--- config.mk ---
export PLATFORM = sky130hd
export DESIGN_NAME = fcdf_top
export DESIGN_NICKNAME = d
export VERILOG_FILES = /design/src/fcdf_pkg.sv /design/src/fcdf_top.sv
export SDC_FILE = /design/constraint.sdc
export NUM_CORES = 1
export LEC_CHECK = 0
export BUFFER_PORTS_ARGS = -buffer_cell sky130_fd_sc_hd__buf_2
export CAP_MARGIN = 40
export CORE_UTILIZATION = 55
export DETAILED_ROUTE_END_ITERATION = 12
export HOLD_SLACK_MARGIN = 0.12
export PLACE_DENSITY = 0.76
export SLEW_MARGIN = 20
export SYNTH_ARGS = -nofsm -noshare
export SYNTH_HDL_FRONTEND = slang
export SYNTH_SLANG_ARGS = --single-unit
--- constraint.sdc ---
create_clock -name pclk -period 8.1 [get_ports pclk]
set_clock_uncertainty 0.2 [all_clocks]
set_input_delay 0 -clock pclk [delete_from_list [all_inputs] [get_ports pclk]]
set_output_delay 0 -clock pclk [all_outputs]
set_load 0.05 [all_outputs]
--- src/fcdf_pkg.sv ---
// Constants for the frequency and current detection flag block.
// Assumes a 25 MHz APB clock and frequencies in 0.1 Hz steps.
`default_nettype none

package fcdf_pkg;

    // ==================================================================
    // Clock and time base
    localparam int unsigned CLK_HZ = 25000000;
    localparam int unsigned TICK_MS = 10;
    localparam int unsigned TICK_CYCLES = CLK_HZ / 1000 * TICK_MS;
    localparam int unsigned OC_HOLD_MS = 100;
    localparam int unsigned OC_HOLD_TICKS = OC_HOLD_MS / TICK_MS;
    localparam int unsigned RESPONSE_MS = 100;

    // ==================================================================
    // Register byte offsets
    localparam logic [7:0] SENS_OFS = 8'h00;
    localparam logic [7:0] FWD_THR_OFS = 8'h04;
    localparam logic [7:0] REV_THR_OFS = 8'h08;
    localparam logic [7:0] OC_LEVEL_OFS = 8'h0C;
    localparam logic [7:0] OC_DELAY_OFS = 8'h10;
    localparam logic [7:0] ZC_LEVEL_OFS = 8'h14;
    localparam logic [7:0] ZC_TIME_OFS = 8'h18;
    localparam logic [7:0] TERM_CODE_OFS = 8'h1C;
    localparam logic [7:0] STATUS_OFS = 8'h34;
    localparam int unsigned NUM_TERMS = 6;

    // ==================================================================
    // Reset values and limits
    localparam logic [6:0] SENS_RST = 7'h0A;
    localparam logic [15:0] FWD_THR_RST = 16'h003C;
    localparam logic [15:0] REV_SENTINEL = 16'h270F;
    localparam logic [15:0] REV_THR_RST = 16'h270F;
    localparam logic [7:0] OC_LEVEL_RST = 8'h96;
    localparam logic [9:0] OC_DELAY_RST = 10'h000;
    localparam logic [7:0] ZC_LEVEL_RST = 8'h05;
    localparam logic [6:0] ZC_TIME_RST = 7'h32;
    localparam logic [7:0] TERM_CODE_RST = 8'h63;

    // ==================================================================
    // Terminal function codes
    localparam logic [7:0] NEG_BASE = 8'h64;
    localparam logic [7:0] NEG_LIMIT = 8'hC7;
    localparam logic [7:0] FN_UP_TO_FREQ = 8'h01;
    localparam logic [7:0] FN_OVERCURRENT = 8'h0C;
    localparam logic [7:0] FN_ZERO_CURRENT = 8'h0D;
    localparam logic [7:0] PCT_FULL = 8'h64;

endpackage

`default_nettype wire

--- src/fcdf_top.sv ---
// Frequency and current detection flags with APB registers.
// Assumes synchronous drive inputs; current in percent of rated.
// Summary of operation
// - Up-to-frequency flag asserts when output frequency reaches set frequency band.
// - Band is plus/minus sensitivity percent of set frequency, 0 to 100.
// - Frequency-reached flag asserts at or above forward threshold, default 6 Hz.
// - Non-sentinel reverse threshold is used during reverse rotation.
// - Reverse threshold at sentinel 9999 makes reverse use forward threshold.
// - DC injection braking forces both frequency flags off.
// - Up-to-frequency compares the frequency before slip compensation.
// - Up-to-frequency routes to terminals for codes 1 and 101.
// - Codes 0-99 conduct when active; 100-199 do not conduct when active.
// - Overcurrent level is percent of rated current, 0 to 200, default 150.
// - Overcurrent asserts after current stays above level for the delay.
// - Overcurrent delay is 0 to 10 seconds, default 0.
// - Overcurrent flag holds about 100 ms once asserted.
// - Zero-current asserts after current stays below level longer than time.
// - Zero-current level of zero disables zero-current detection.
// - Overcurrent routes to terminals for codes 12 and 112.
// - Zero-current routes to terminals for codes 13 and 113.
// - Current detection stays active during offline auto-tuning.
// - Current flags respond within roughly 0.1 seconds.
// Register map, one 32-bit word each, data in the low bits
// 0x00 up_to_freq_sensitivity, percent of set frequency
// 0x04 fwd_freq_threshold, 0.1 Hz steps
// 0x08 rev_freq_threshold, 9999 means follow the forward threshold
// 0x0C overcurrent_level, percent of rated current
// 0x10 overcurrent_delay, 10 ms steps
// 0x14 zero_current_level, percent of rated current, 0 disables
// 0x18 zero_current_time, 10 ms steps
// 0x1C to 0x30 terminal function codes for terminals 0 to 5
// 0x34 status, read only: flags in bits 3:0, terminals in bits 13:8
// Terminal 0 is the physical output terminal; 1 to 5 are virtual terminals.
// Settings are not range-checked; software keeps them inside their ranges.
// Unaligned or unmapped accesses answer with pslverr and change nothing.
// Frequencies are in 0.1 Hz steps and currents in percent of rated.
// Operation means running or offline auto-tuning.
`timescale 1ns/1ps
`default_nettype none

module fcdf_top
    import fcdf_pkg::*;
#(
    parameter int unsigned TICK_LEN = TICK_CYCLES
)
(
    input wire logic pclk,
    input wire logic presetn,
    input wire logic psel,
    input wire logic penable,
    input wire logic pwrite,
    input wire logic [7:0] paddr,
    input wire logic [31:0] pwdata,
    output logic [31:0] prdata,
    output logic pready,
    output logic pslverr,
    input wire logic [15:0] out_freq,
    input wire logic [15:0] set_freq,
    input wire logic reverse,
    input wire logic running,
    input wire logic dc_brake,
    input wire logic autotune,
    input wire logic [7:0] out_current,
    output logic up_to_freq_flag,
    output logic freq_reached_flag,
    output logic overcurrent_flag,
    output logic zero_current_flag,
    output logic physical_output_terminal,
    output logic [NUM_TERMS-2:0] virtual_terminals
);

    // ==================================================================
    // State
    // One packed record holds every register of the block
    typedef struct packed {
        logic [31:0] prdata;
        logic pready;
        logic pslverr;
        logic [6:0] sens;
        logic [15:0] fwd_thr;
        logic [15:0] rev_thr;
        logic [7:0] oc_level;
        logic [9:0] oc_delay;
        logic [7:0] zc_level;
        logic [6:0] zc_time;
        logic [NUM_TERMS-1:0][7:0] codes;
        logic [31:0] div_cnt;
        logic tick;
        logic [9:0] oc_cnt;
        logic [3:0] oc_hold;
        logic [7:0] zc_cnt;
        logic su;
        logic fu;
        logic oc;
        logic zc;
        logic [NUM_TERMS-1:0] term;
    } fcdf_state_type;

    fcdf_state_type s_r;
    fcdf_state_type s_nxt;

    // ==================================================================
    // Decoding shared by every terminal
    // A code in the inverted range is folded back onto its base code,
    // so each flag is decoded once whatever the polarity.
    function automatic logic fcdf_route(input logic [7:0] code, input logic su,
                                        input logic oc, input logic zc);
        logic neg;
        logic [7:0] base;
        logic hit;
        logic act;
        neg = (code >= NEG_BASE) && (code <= NEG_LIMIT);
        base = neg ? code - NEG_BASE : code;
        hit = 1'b1;
        act = 1'b0;
        case (base)
            FN_UP_TO_FREQ: act = su;
            FN_OVERCURRENT: act = oc;
            FN_ZERO_CURRENT: act = zc;
            default: hit = 1'b0;
        endcase
        // Unassigned or unknown codes leave the terminal off
        // An inverted code with no function stays off as well
        return hit && (neg ? ~act : act);
    endfunction

    // Nonzero when the address is aligned and inside the map;
    // status is the last word, everything above it is refused
    function automatic logic [31:0] fcdf_addr_ok(input logic [7:0] addr);
        logic [31:0] ok;
        ok = 32'h0;
        if (addr[1:0] == 2'b00 && addr <= STATUS_OFS)
        begin
            ok = 32'h1;
        end
        return ok;
    endfunction

    // ==================================================================
    // Comparison terms
    // Raw compare results, before registering; only oc_qual depends on timing
    logic [23:0] freq_diff;
    logic [23:0] band_lhs;
    logic [23:0] band_rhs;
    logic [15:0] fu_thr;
    logic detect_on;
    logic over_cond;
    logic under_cond;
    logic su_raw;
    logic fu_raw;
    logic oc_qual;

    // Wide products avoid overflow at 400 Hz and 100 percent
    // The band test is cross-multiplied so no divider is needed;
    // the cost is two small multipliers on the control clock.
    always_comb
    begin
        // out_freq is taken before slip compensation
        freq_diff = (out_freq >= set_freq) ? {8'h00, out_freq - set_freq}
                                           : {8'h00, set_freq - out_freq};
        band_lhs = 24'(freq_diff * 24'(PCT_FULL));
        band_rhs = 24'({17'h00000, s_r.sens} * {8'h00, set_freq});
        su_raw = (band_lhs <= band_rhs) && !dc_brake;
        fu_thr = (reverse && s_r.rev_thr != REV_SENTINEL) ? s_r.rev_thr
                                                          : s_r.fwd_thr;
        fu_raw = (out_freq >= fu_thr) && !dc_brake;
        detect_on = running || autotune;
        over_cond = detect_on && (out_current > s_r.oc_level);
        under_cond = detect_on && (s_r.zc_level != 8'h00)
                     && (out_current < s_r.zc_level);
        oc_qual = over_cond && (s_r.oc_cnt >= s_r.oc_delay);
    end

    // ==================================================================
    // Next state
    always_comb
    begin
        s_nxt = s_r;

        // APB slave: one wait-free access phase, answer prepared in setup
        // The answer is latched from the setup cycle, so read data never
        // depends on the address moving later in the access phase.
        s_nxt.pready = 1'b0;
        s_nxt.pslverr = 1'b0;
        if (psel && !penable)
        begin
            s_nxt.pready = 1'b1;
            s_nxt.pslverr = (fcdf_addr_ok(paddr) == 32'h0);
            s_nxt.prdata = 32'h0;
            if (!pwrite)
            begin
                case (paddr)
                    SENS_OFS: s_nxt.prdata = {25'h0, s_r.sens};
                    FWD_THR_OFS: s_nxt.prdata = {16'h0, s_r.fwd_thr};
                    REV_THR_OFS: s_nxt.prdata = {16'h0, s_r.rev_thr};
                    OC_LEVEL_OFS: s_nxt.prdata = {24'h0, s_r.oc_level};
                    OC_DELAY_OFS: s_nxt.prdata = {22'h0, s_r.oc_delay};
                    ZC_LEVEL_OFS: s_nxt.prdata = {24'h0, s_r.zc_level};
                    ZC_TIME_OFS: s_nxt.prdata = {25'h0, s_r.zc_time};
                    STATUS_OFS: s_nxt.prdata = {18'h0, s_r.term, 4'h0,
                                                s_r.zc, s_r.oc, s_r.fu, s_r.su};
                    default:
                    begin
                        for (int i = 0; i < NUM_TERMS; i++)
                        begin
                            if (paddr == 8'(TERM_CODE_OFS + 8'(4 * i)))
                            begin
                                s_nxt.prdata = {24'h0, s_r.codes[i]};
                            end
                        end
                    end
                endcase
            end
        end

        // Writes take effect at the completing edge only
        if (psel && penable && s_r.pready && pwrite && !s_r.pslverr)
        begin
            case (paddr)
                SENS_OFS: s_nxt.sens = pwdata[6:0];
                FWD_THR_OFS: s_nxt.fwd_thr = pwdata[15:0];
                REV_THR_OFS: s_nxt.rev_thr = pwdata[15:0];
                OC_LEVEL_OFS: s_nxt.oc_level = pwdata[7:0];
                OC_DELAY_OFS: s_nxt.oc_delay = pwdata[9:0];
                ZC_LEVEL_OFS: s_nxt.zc_level = pwdata[7:0];
                ZC_TIME_OFS: s_nxt.zc_time = pwdata[6:0];
                default:
                begin
                    for (int i = 0; i < NUM_TERMS; i++)
                    begin
                        if (paddr == 8'(TERM_CODE_OFS + 8'(4 * i)))
                        begin
                            s_nxt.codes[i] = pwdata[7:0];
                        end
                    end
                end
            endcase
        end

        // 10 ms time base; every timer counts in these ticks
        // Timers only move on a tick, so a qualify time can start up to
        // one tick late; this jitter is far inside the 0.1 s response.
        s_nxt.tick = 1'b0;
        if (s_r.div_cnt >= 32'(TICK_LEN - 1))
        begin
            s_nxt.div_cnt = 32'h0;
            s_nxt.tick = 1'b1;
        end
        else
        begin
            s_nxt.div_cnt = s_r.div_cnt + 32'h1;
        end

        // Overcurrent qualification, restarting whenever current drops
        // The counter stops at the delay so it cannot wrap during a long
        // overload and drop the flag by mistake.
        if (!over_cond)
        begin
            s_nxt.oc_cnt = 10'h000;
        end
        else if (s_r.tick && s_r.oc_cnt < s_r.oc_delay)
        begin
            s_nxt.oc_cnt = s_r.oc_cnt + 10'h001;
        end

        // Hold keeps the flag up for the stretch after the last qualify
        // A second overload during the hold simply reloads it.
        if (oc_qual)
        begin
            s_nxt.oc_hold = 4'(OC_HOLD_TICKS);
        end
        else if (s_r.tick && s_r.oc_hold != 4'h0)
        begin
            s_nxt.oc_hold = s_r.oc_hold - 4'h1;
        end

        // Zero-current counter saturates one past the time to mean longer
        // Stopping or a level of zero clears it, so a new run starts fresh.
        if (!under_cond)
        begin
            s_nxt.zc_cnt = 8'h00;
        end
        else if (s_r.tick && s_r.zc_cnt <= {1'b0, s_r.zc_time})
        begin
            s_nxt.zc_cnt = s_r.zc_cnt + 8'h01;
        end

        // Flags sample each cycle, well inside the 0.1 s response
        // Braking and the frequency compares act within one cycle.
        s_nxt.su = su_raw;
        s_nxt.fu = fu_raw;
        s_nxt.oc = oc_qual || (s_r.oc_hold != 4'h0);
        s_nxt.zc = under_cond && (s_r.zc_cnt > {1'b0, s_r.zc_time});

        // Terminal routing uses registered flags for a clean one-cycle lag
        // Every terminal sees the same flag values in a given cycle,
        // so two terminals on one function never disagree.
        for (int i = 0; i < NUM_TERMS; i++)
        begin
            s_nxt.term[i] = fcdf_route(s_r.codes[i], s_r.su, s_r.oc, s_r.zc);
        end
    end

    // ==================================================================
    // State register
    // Reset restores the default settings; every counter and flag
    // starts at zero, so no flag can show before its inputs are seen.
    always_ff @(posedge pclk or negedge presetn)
    begin
        if (!presetn)
        begin
            s_r <= '0;
            s_r.sens <= SENS_RST;
            s_r.fwd_thr <= FWD_THR_RST;
            s_r.rev_thr <= REV_THR_RST;
            s_r.oc_level <= OC_LEVEL_RST;
            s_r.oc_delay <= OC_DELAY_RST;
            s_r.zc_level <= ZC_LEVEL_RST;
            s_r.zc_time <= ZC_TIME_RST;
            s_r.codes <= {NUM_TERMS{TERM_CODE_RST}};
        end
        else
        begin
            s_r <= s_nxt;
        end
    end

    // ==================================================================
    // Outputs straight from the state register
    // No output passes through logic after the flip-flops.
    assign prdata = s_r.prdata;
    assign pready = s_r.pready;
    assign pslverr = s_r.pslverr;
    assign up_to_freq_flag = s_r.su;
    assign freq_reached_flag = s_r.fu;
    assign overcurrent_flag = s_r.oc;
    assign zero_current_flag = s_r.zc;
    assign physical_output_terminal = s_r.term[0];
    assign virtual_terminals = s_r.term[NUM_TERMS-1:1];

endmodule

`default_nettype wire

# After elaboration in Yosys (flattened, before gate mapping)
# Cells that the tools add are included.
# classes
n_bitwise	7
add_sub_neg	12
mul	2
magnitude_cmp	23
n_eq_ne	34
muxes	45
reduce_logical	60
# ops
operator	count
$mux W32	8
$pmux W32 S8	1
$eq A8 B4 Y1 const B	14
$mux W8	9
$eq A8 B1 Y1 const B	6
$eq A8 B6 Y1 const B	6
$ge A8 B7 Y1 const B	6
$le A8 B8 Y1 const B	6
$sub A8 B7 Y8 const B	6
$add A32 B1 Y32 const B	1
$eq A8 B5 Y1 const B	4
$ge A16 B16 Y1	2
$ge A32 B18 Y1 const B	1
$logic_not A32 Y1	1
$mux W16	2
$sub A16 B16 Y16	2
$logic_and A1 B1 Y1	29
$le A23 B23 Y1	1
$mul A7 B16 Y23	1
$mul A16 B5 Y21 const B	1
$mux W10	2
$pmux W1 S3	6
$reduce_and A3 Y1	6
$reduce_or A3 Y1	6
26 further kinds	56
# word_totals
reg_bits	219
in_bits	89
word_cells	209
output_inout_bits	44

# Longest topological paths before layout
# logic_depth
depth_word	9
ltp_mapped	33
mapped_depth_nobuf	31

# Worst setup path after synthesis
# Ideal clock, no wire load.
# synth_timing
path_type	register to register
startpoint	reg s_r[179] (netlist bit)
endpoint	reg s_r (netlist bit up_to_freq_flag)
arrival_time_ps	5877
n_path_buf	2
setup_ps	77
synth_period_minus_slack_ps	6154
path_stages_with_launch	25
required_ps	7823
setup_slack_ps	1946
path_cell_list	dfstp_2 clkbuf_1 clkbuf_1 nand2_1 fa_1 fa_1 fa_1 fa_1 inv_1 ha_1 a21o_1 a21o_1 a21o_1 a21o_1 a31oi_1 o21bai_1 a21o_1 a21oi_1 xor2_1 ha_1 a21o_1 a21o_1 a21oi_1 o221ai_1 a21oi_1
# synth_rtl
item	line	rtl
from (decl)	fcdf_top.sv:99	fcdf_state_type s_r;
from (signal assigned)	fcdf_top.sv:324	s_r <= s_nxt;

==> Implementation_results.wiki <==
{| class="wikitable"
! Metric !! Value
|-
| Portion of synthesized cell area occupied by the leading cell type || between 20% and 30%
|-
| Initial antenna violation count || 0
|-
| Total number of nets in the final design || ~2.5k
|-
| First-iteration detailed-routing DRC count || roughly 1.1k
|-
| P&R area growth vs syn || 10.6%
|-
| Pin count of the biggest net entering global routing || 71
|-
| Part of the Yosys area used for sequential elements || 27.4%
|-
| FF-to-FF End || up_to_freq_flag
|-
| Share of the cycle needed by the critical path after routing || between 90% and 100%
|-
| Delay of the slowest critical-path stage || around 0.6 ns
|-
| Top post-synthesis cells by area || sky130_fd_sc_hd__dfrtp_1, sky130_fd_sc_hd__ha_1, sky130_fd_sc_hd__fa_1
|-
| Category of the most critical setup path || in -> reg
|-
| Maximum operating frequency || 135 MHz
|-
| Width of the die || 186 um
|-
| WHS Endpoint || s_r[15]
|-
| Minimum clock period after layout || approximately 7.4 ns
|-
| Total die area || between 0.03 and 0.04 mm^2
|-
| Post-synthesis async set-or-reset flop share || 100%
|-
| Routed vias/inst || approximately 6
|-
| Worst slew pin tran || around 0.76 ns
|-
| Prevailing post-synth register cell || sky130_fd_sc_hd__dfrtp_1
|-
| Post-Route Hold Slack || approximately 0.14 ns
|-
| Cells on Worst Hold Path || 5
|-
| Buffers and inverters on the worst path || 7
|-
| Total of warnings raised by yosys || 0
|-
| Gr usage total || between 20 and 30%
|-
| Unrepaired setup endpoints after global routing || no
|-
| Family with the most delay on the worst path || adder cells
|-
| Unique cell type count in the Yosys netlist || between 80 and 90
|-
| Vertical die dimension || ~190 um
|-
| Synthesized area divided by synthesized cell count || 9.31 um^2
|-
| Number of buffers inserted during clock tree synthesis || 20
|-
| Endpoint type of the worst setup path || flop
|-
| Hold Fails Final Rpt || 0
|-
| Worst slew margin relative to its limit || around half
|-
| Static leakage || around 10 nW
|-
| Root buffer cell || sky130_fd_sc_hd__clkbuf_16
|-
| Global-route wire length before repair || approximately 80000 um
|-
| Number of placement rows || between 60 and 70
|-
| Clock tree from TritonCTS || yes
|-
| Setup_tns || 0 ns
|-
| Cell area after synthesis || about 0.019 mm^2
|-
| CP dominant cell by count || sky130_fd_sc_hd__ha_1
|-
| WL final || a little under 50000 um
|-
| Power per unit of standard cell area || between 200 and 250 mW/mm^2
|-
| Post-synth top cells || sky130_fd_sc_hd__inv_1, sky130_fd_sc_hd__ha_1, sky130_fd_sc_hd__nand2_1
|-
| Number of global-route vias before repair || 15.4k
|-
| Post-synthesis instance total || approximately 2k
|-
| Final RePlAce weighted congestion || between 0.9 and 1
|-
| Setup crit start kind || input pin
|-
| Startpoint of the most critical hold path || out_current[6]
|-
| Total number of clock tree sinks || between 200 and 250
|-
| Reg2Reg Launch Point || s_r[184]
|-
| Hold crit path type || in -> reg
|-
| Number of H-tree levels || 1
|-
| Via total after detailed routing || around 15k
|-
| Maximum buffer depth of the clock tree || 3
|-
| Worst-Skew Late Latency || ~0.5 ns
|-
| Post-DP HPWL || around 37000 um
|-
| Master of the slowest instance on the critical path || sky130_fd_sc_hd__dlygate4sd3_1
|-
| Synth area leader || sky130_fd_sc_hd__dfrtp_1
|-
| Run status || finished, final reports clean
|-
| R2R depth || 24
|-
| Core Box Area || between 0.03 and 0.04 mm^2
|-
| Data required, critical path || approximately 8.3 ns
|-
| Count of boundary I/O pins || 133
|-
| Number of flops mapped to enable cells by yosys || 0
|-
| Number of synthesized register bits || 203
|-
| Number of nets with antenna violations after detailed routing || 0
|-
| Buffers added on ports || 100
|-
| Total congestion overflow after global routing || 0
|-
| Average wire length per cell after detail routing || about 19 um
|-
| Number of violations of the max-capacitance limit || 0
|-
| Largest vdd supply drop || ~0.00032 V
|-
| Share of post-route cells with drive strength above 1 || around 16%
|-
| Effective utilization at floorplan || 55.8%
|-
| Arrival time reported for the critical path endpoint || ~7.7 ns
|-
| Residual DRC || 0
|-
| Reg2reg setup slack || roughly 0.9 ns
|-
| Max-slew violations || 0
|-
| Leading cell type by number of instances after synthesis || sky130_fd_sc_hd__inv_1
|-
| Setup violations, final || 0
|-
| Antenna Cells || 0
|-
| Clock slew at the register clock pins of the worst setup and hold paths || about 0.07 ns
|-
| Crit-path max FO || 10
|-
| Setup crit start || out_freq[11]
|-
| First drt pass iteration count || 8
|}
## area by class of cell
cell class / count / area, um^2
clock buffers: 27 / 558
clock inverters: 9 / 176
fillers: 2843 / 12800
inverters: 221 / 830
multi-input cells: 1507 / 12300
flip-flops and latches: 203 / 5140
well taps: 448 / 561
repair buffers: 165 / 1170
## where the power goes
part           internal [mW]  switching (mW)  total, mW  leakage, nW
registers               1.03          0.0227       1.05         2.61
logic                   1.08            1.47       2.54         7.14
clock network          0.645           0.400       1.04        0.355
## sequential cells by signal, indices dropped and copies added (netlist names)
signal                    flops
freq_reached_flag             1
overcurrent_flag              1
physical_output_terminal      1
prdata                       16
pready                        1
pslverr                       1
s_r                         175
up_to_freq_flag               1
virtual_terminals             5
zero_current_flag             1
## kinds of logic after synthesis
| family | after synthesis | share of synthesized area (%) |
|---|---|---|
| DFF | 203 | 27.4 |
| AOI/OAI and AO/OA | 406 | 15.3 |
| muxes | 155 | 9.20 |
| xor gates and xnor gates | 79 | 3.70 |
| other | 1 | 0.0200 |
| buffers and inverters | 329 | 7.59 |
| and+or+nand+nor | 547 | 14.1 |
| adders and majority gates | 290 | 22.6 |
## how the worst max path moves through the flow
stage                       to  slack [ns]  cells after the start
6_report       up_to_freq_flag        0.67                     32
5_1_grt        up_to_freq_flag        0.11                     33
4_1_cts        up_to_freq_flag        0.27                     33
3_5_place_dp   up_to_freq_flag        0.68                     30
3_3_place_gp   up_to_freq_flag        0.81                     30
2_1_floorplan  up_to_freq_flag        1.95                     24
## stage by stage
| step | util, % | cell area (um^2) | worst slack (ns) | cells | power [mW] |
|---|---|---|---|---|---|
| floorplan | - | 18800 | 1.95 | 2039 | 2.88 |
| global placement | 57.8 | 19400 | 0.814 | 2487 | 3.45 |
| detailed placement | 57.8 | 19400 | 0.677 | 2490 | 3.56 |
| CTS | 61.5 | 20600 | 0.268 | 2575 | 4.65 |
| global route | 61.8 | 20700 | 0.109 | 2580 | 5.01 |
| finish | 61.8 | 20700 | 0.675 | 2580 | 4.64 |
## what timing repair did
item,CTS,global route
resized for setup,0,1
hold buffers,49,0
hold endpoints to repair,322,0
endpoints found under the setup margin,0,1
setup buffers,0,2
## routing by layer
layer	wire length (um)	track usage, %	vias up
met5	0	0	-
met4	2340	13.0	0
met3	3070	2.78	145
met2	24000	48.6	583
met1	19800	35.9	7562
li1	-	-	7185
## worst min-delay path: stages
cell                      delay [ns]
sky130_fd_sc_hd__buf_2          0.11
sky130_fd_sc_hd__ha_1           0.19
sky130_fd_sc_hd__a21oi_1        0.12
sky130_fd_sc_hd__o21ai_1        0.22
sky130_fd_sc_hd__nor2_1         0.16
## placed cells by master, fill, tap and decap left out, drive strengths merged, types with 29 or more instances in the layout
cell type    instances
inv                221
ha                 209
nand2              176
dfrtp              156
mux2               124
nor2               117
buf                115
a21oi               92
fa                  81
a21o                69
o21ai               58
nand3               55
and2                51
dlygate4sd3         48
dfstp               47
xnor2               44
xor2                35
mux2i               30
conb                30
nand4               29
clkbuf              29
No activity file was read; power rests on OpenSTA's default activity.
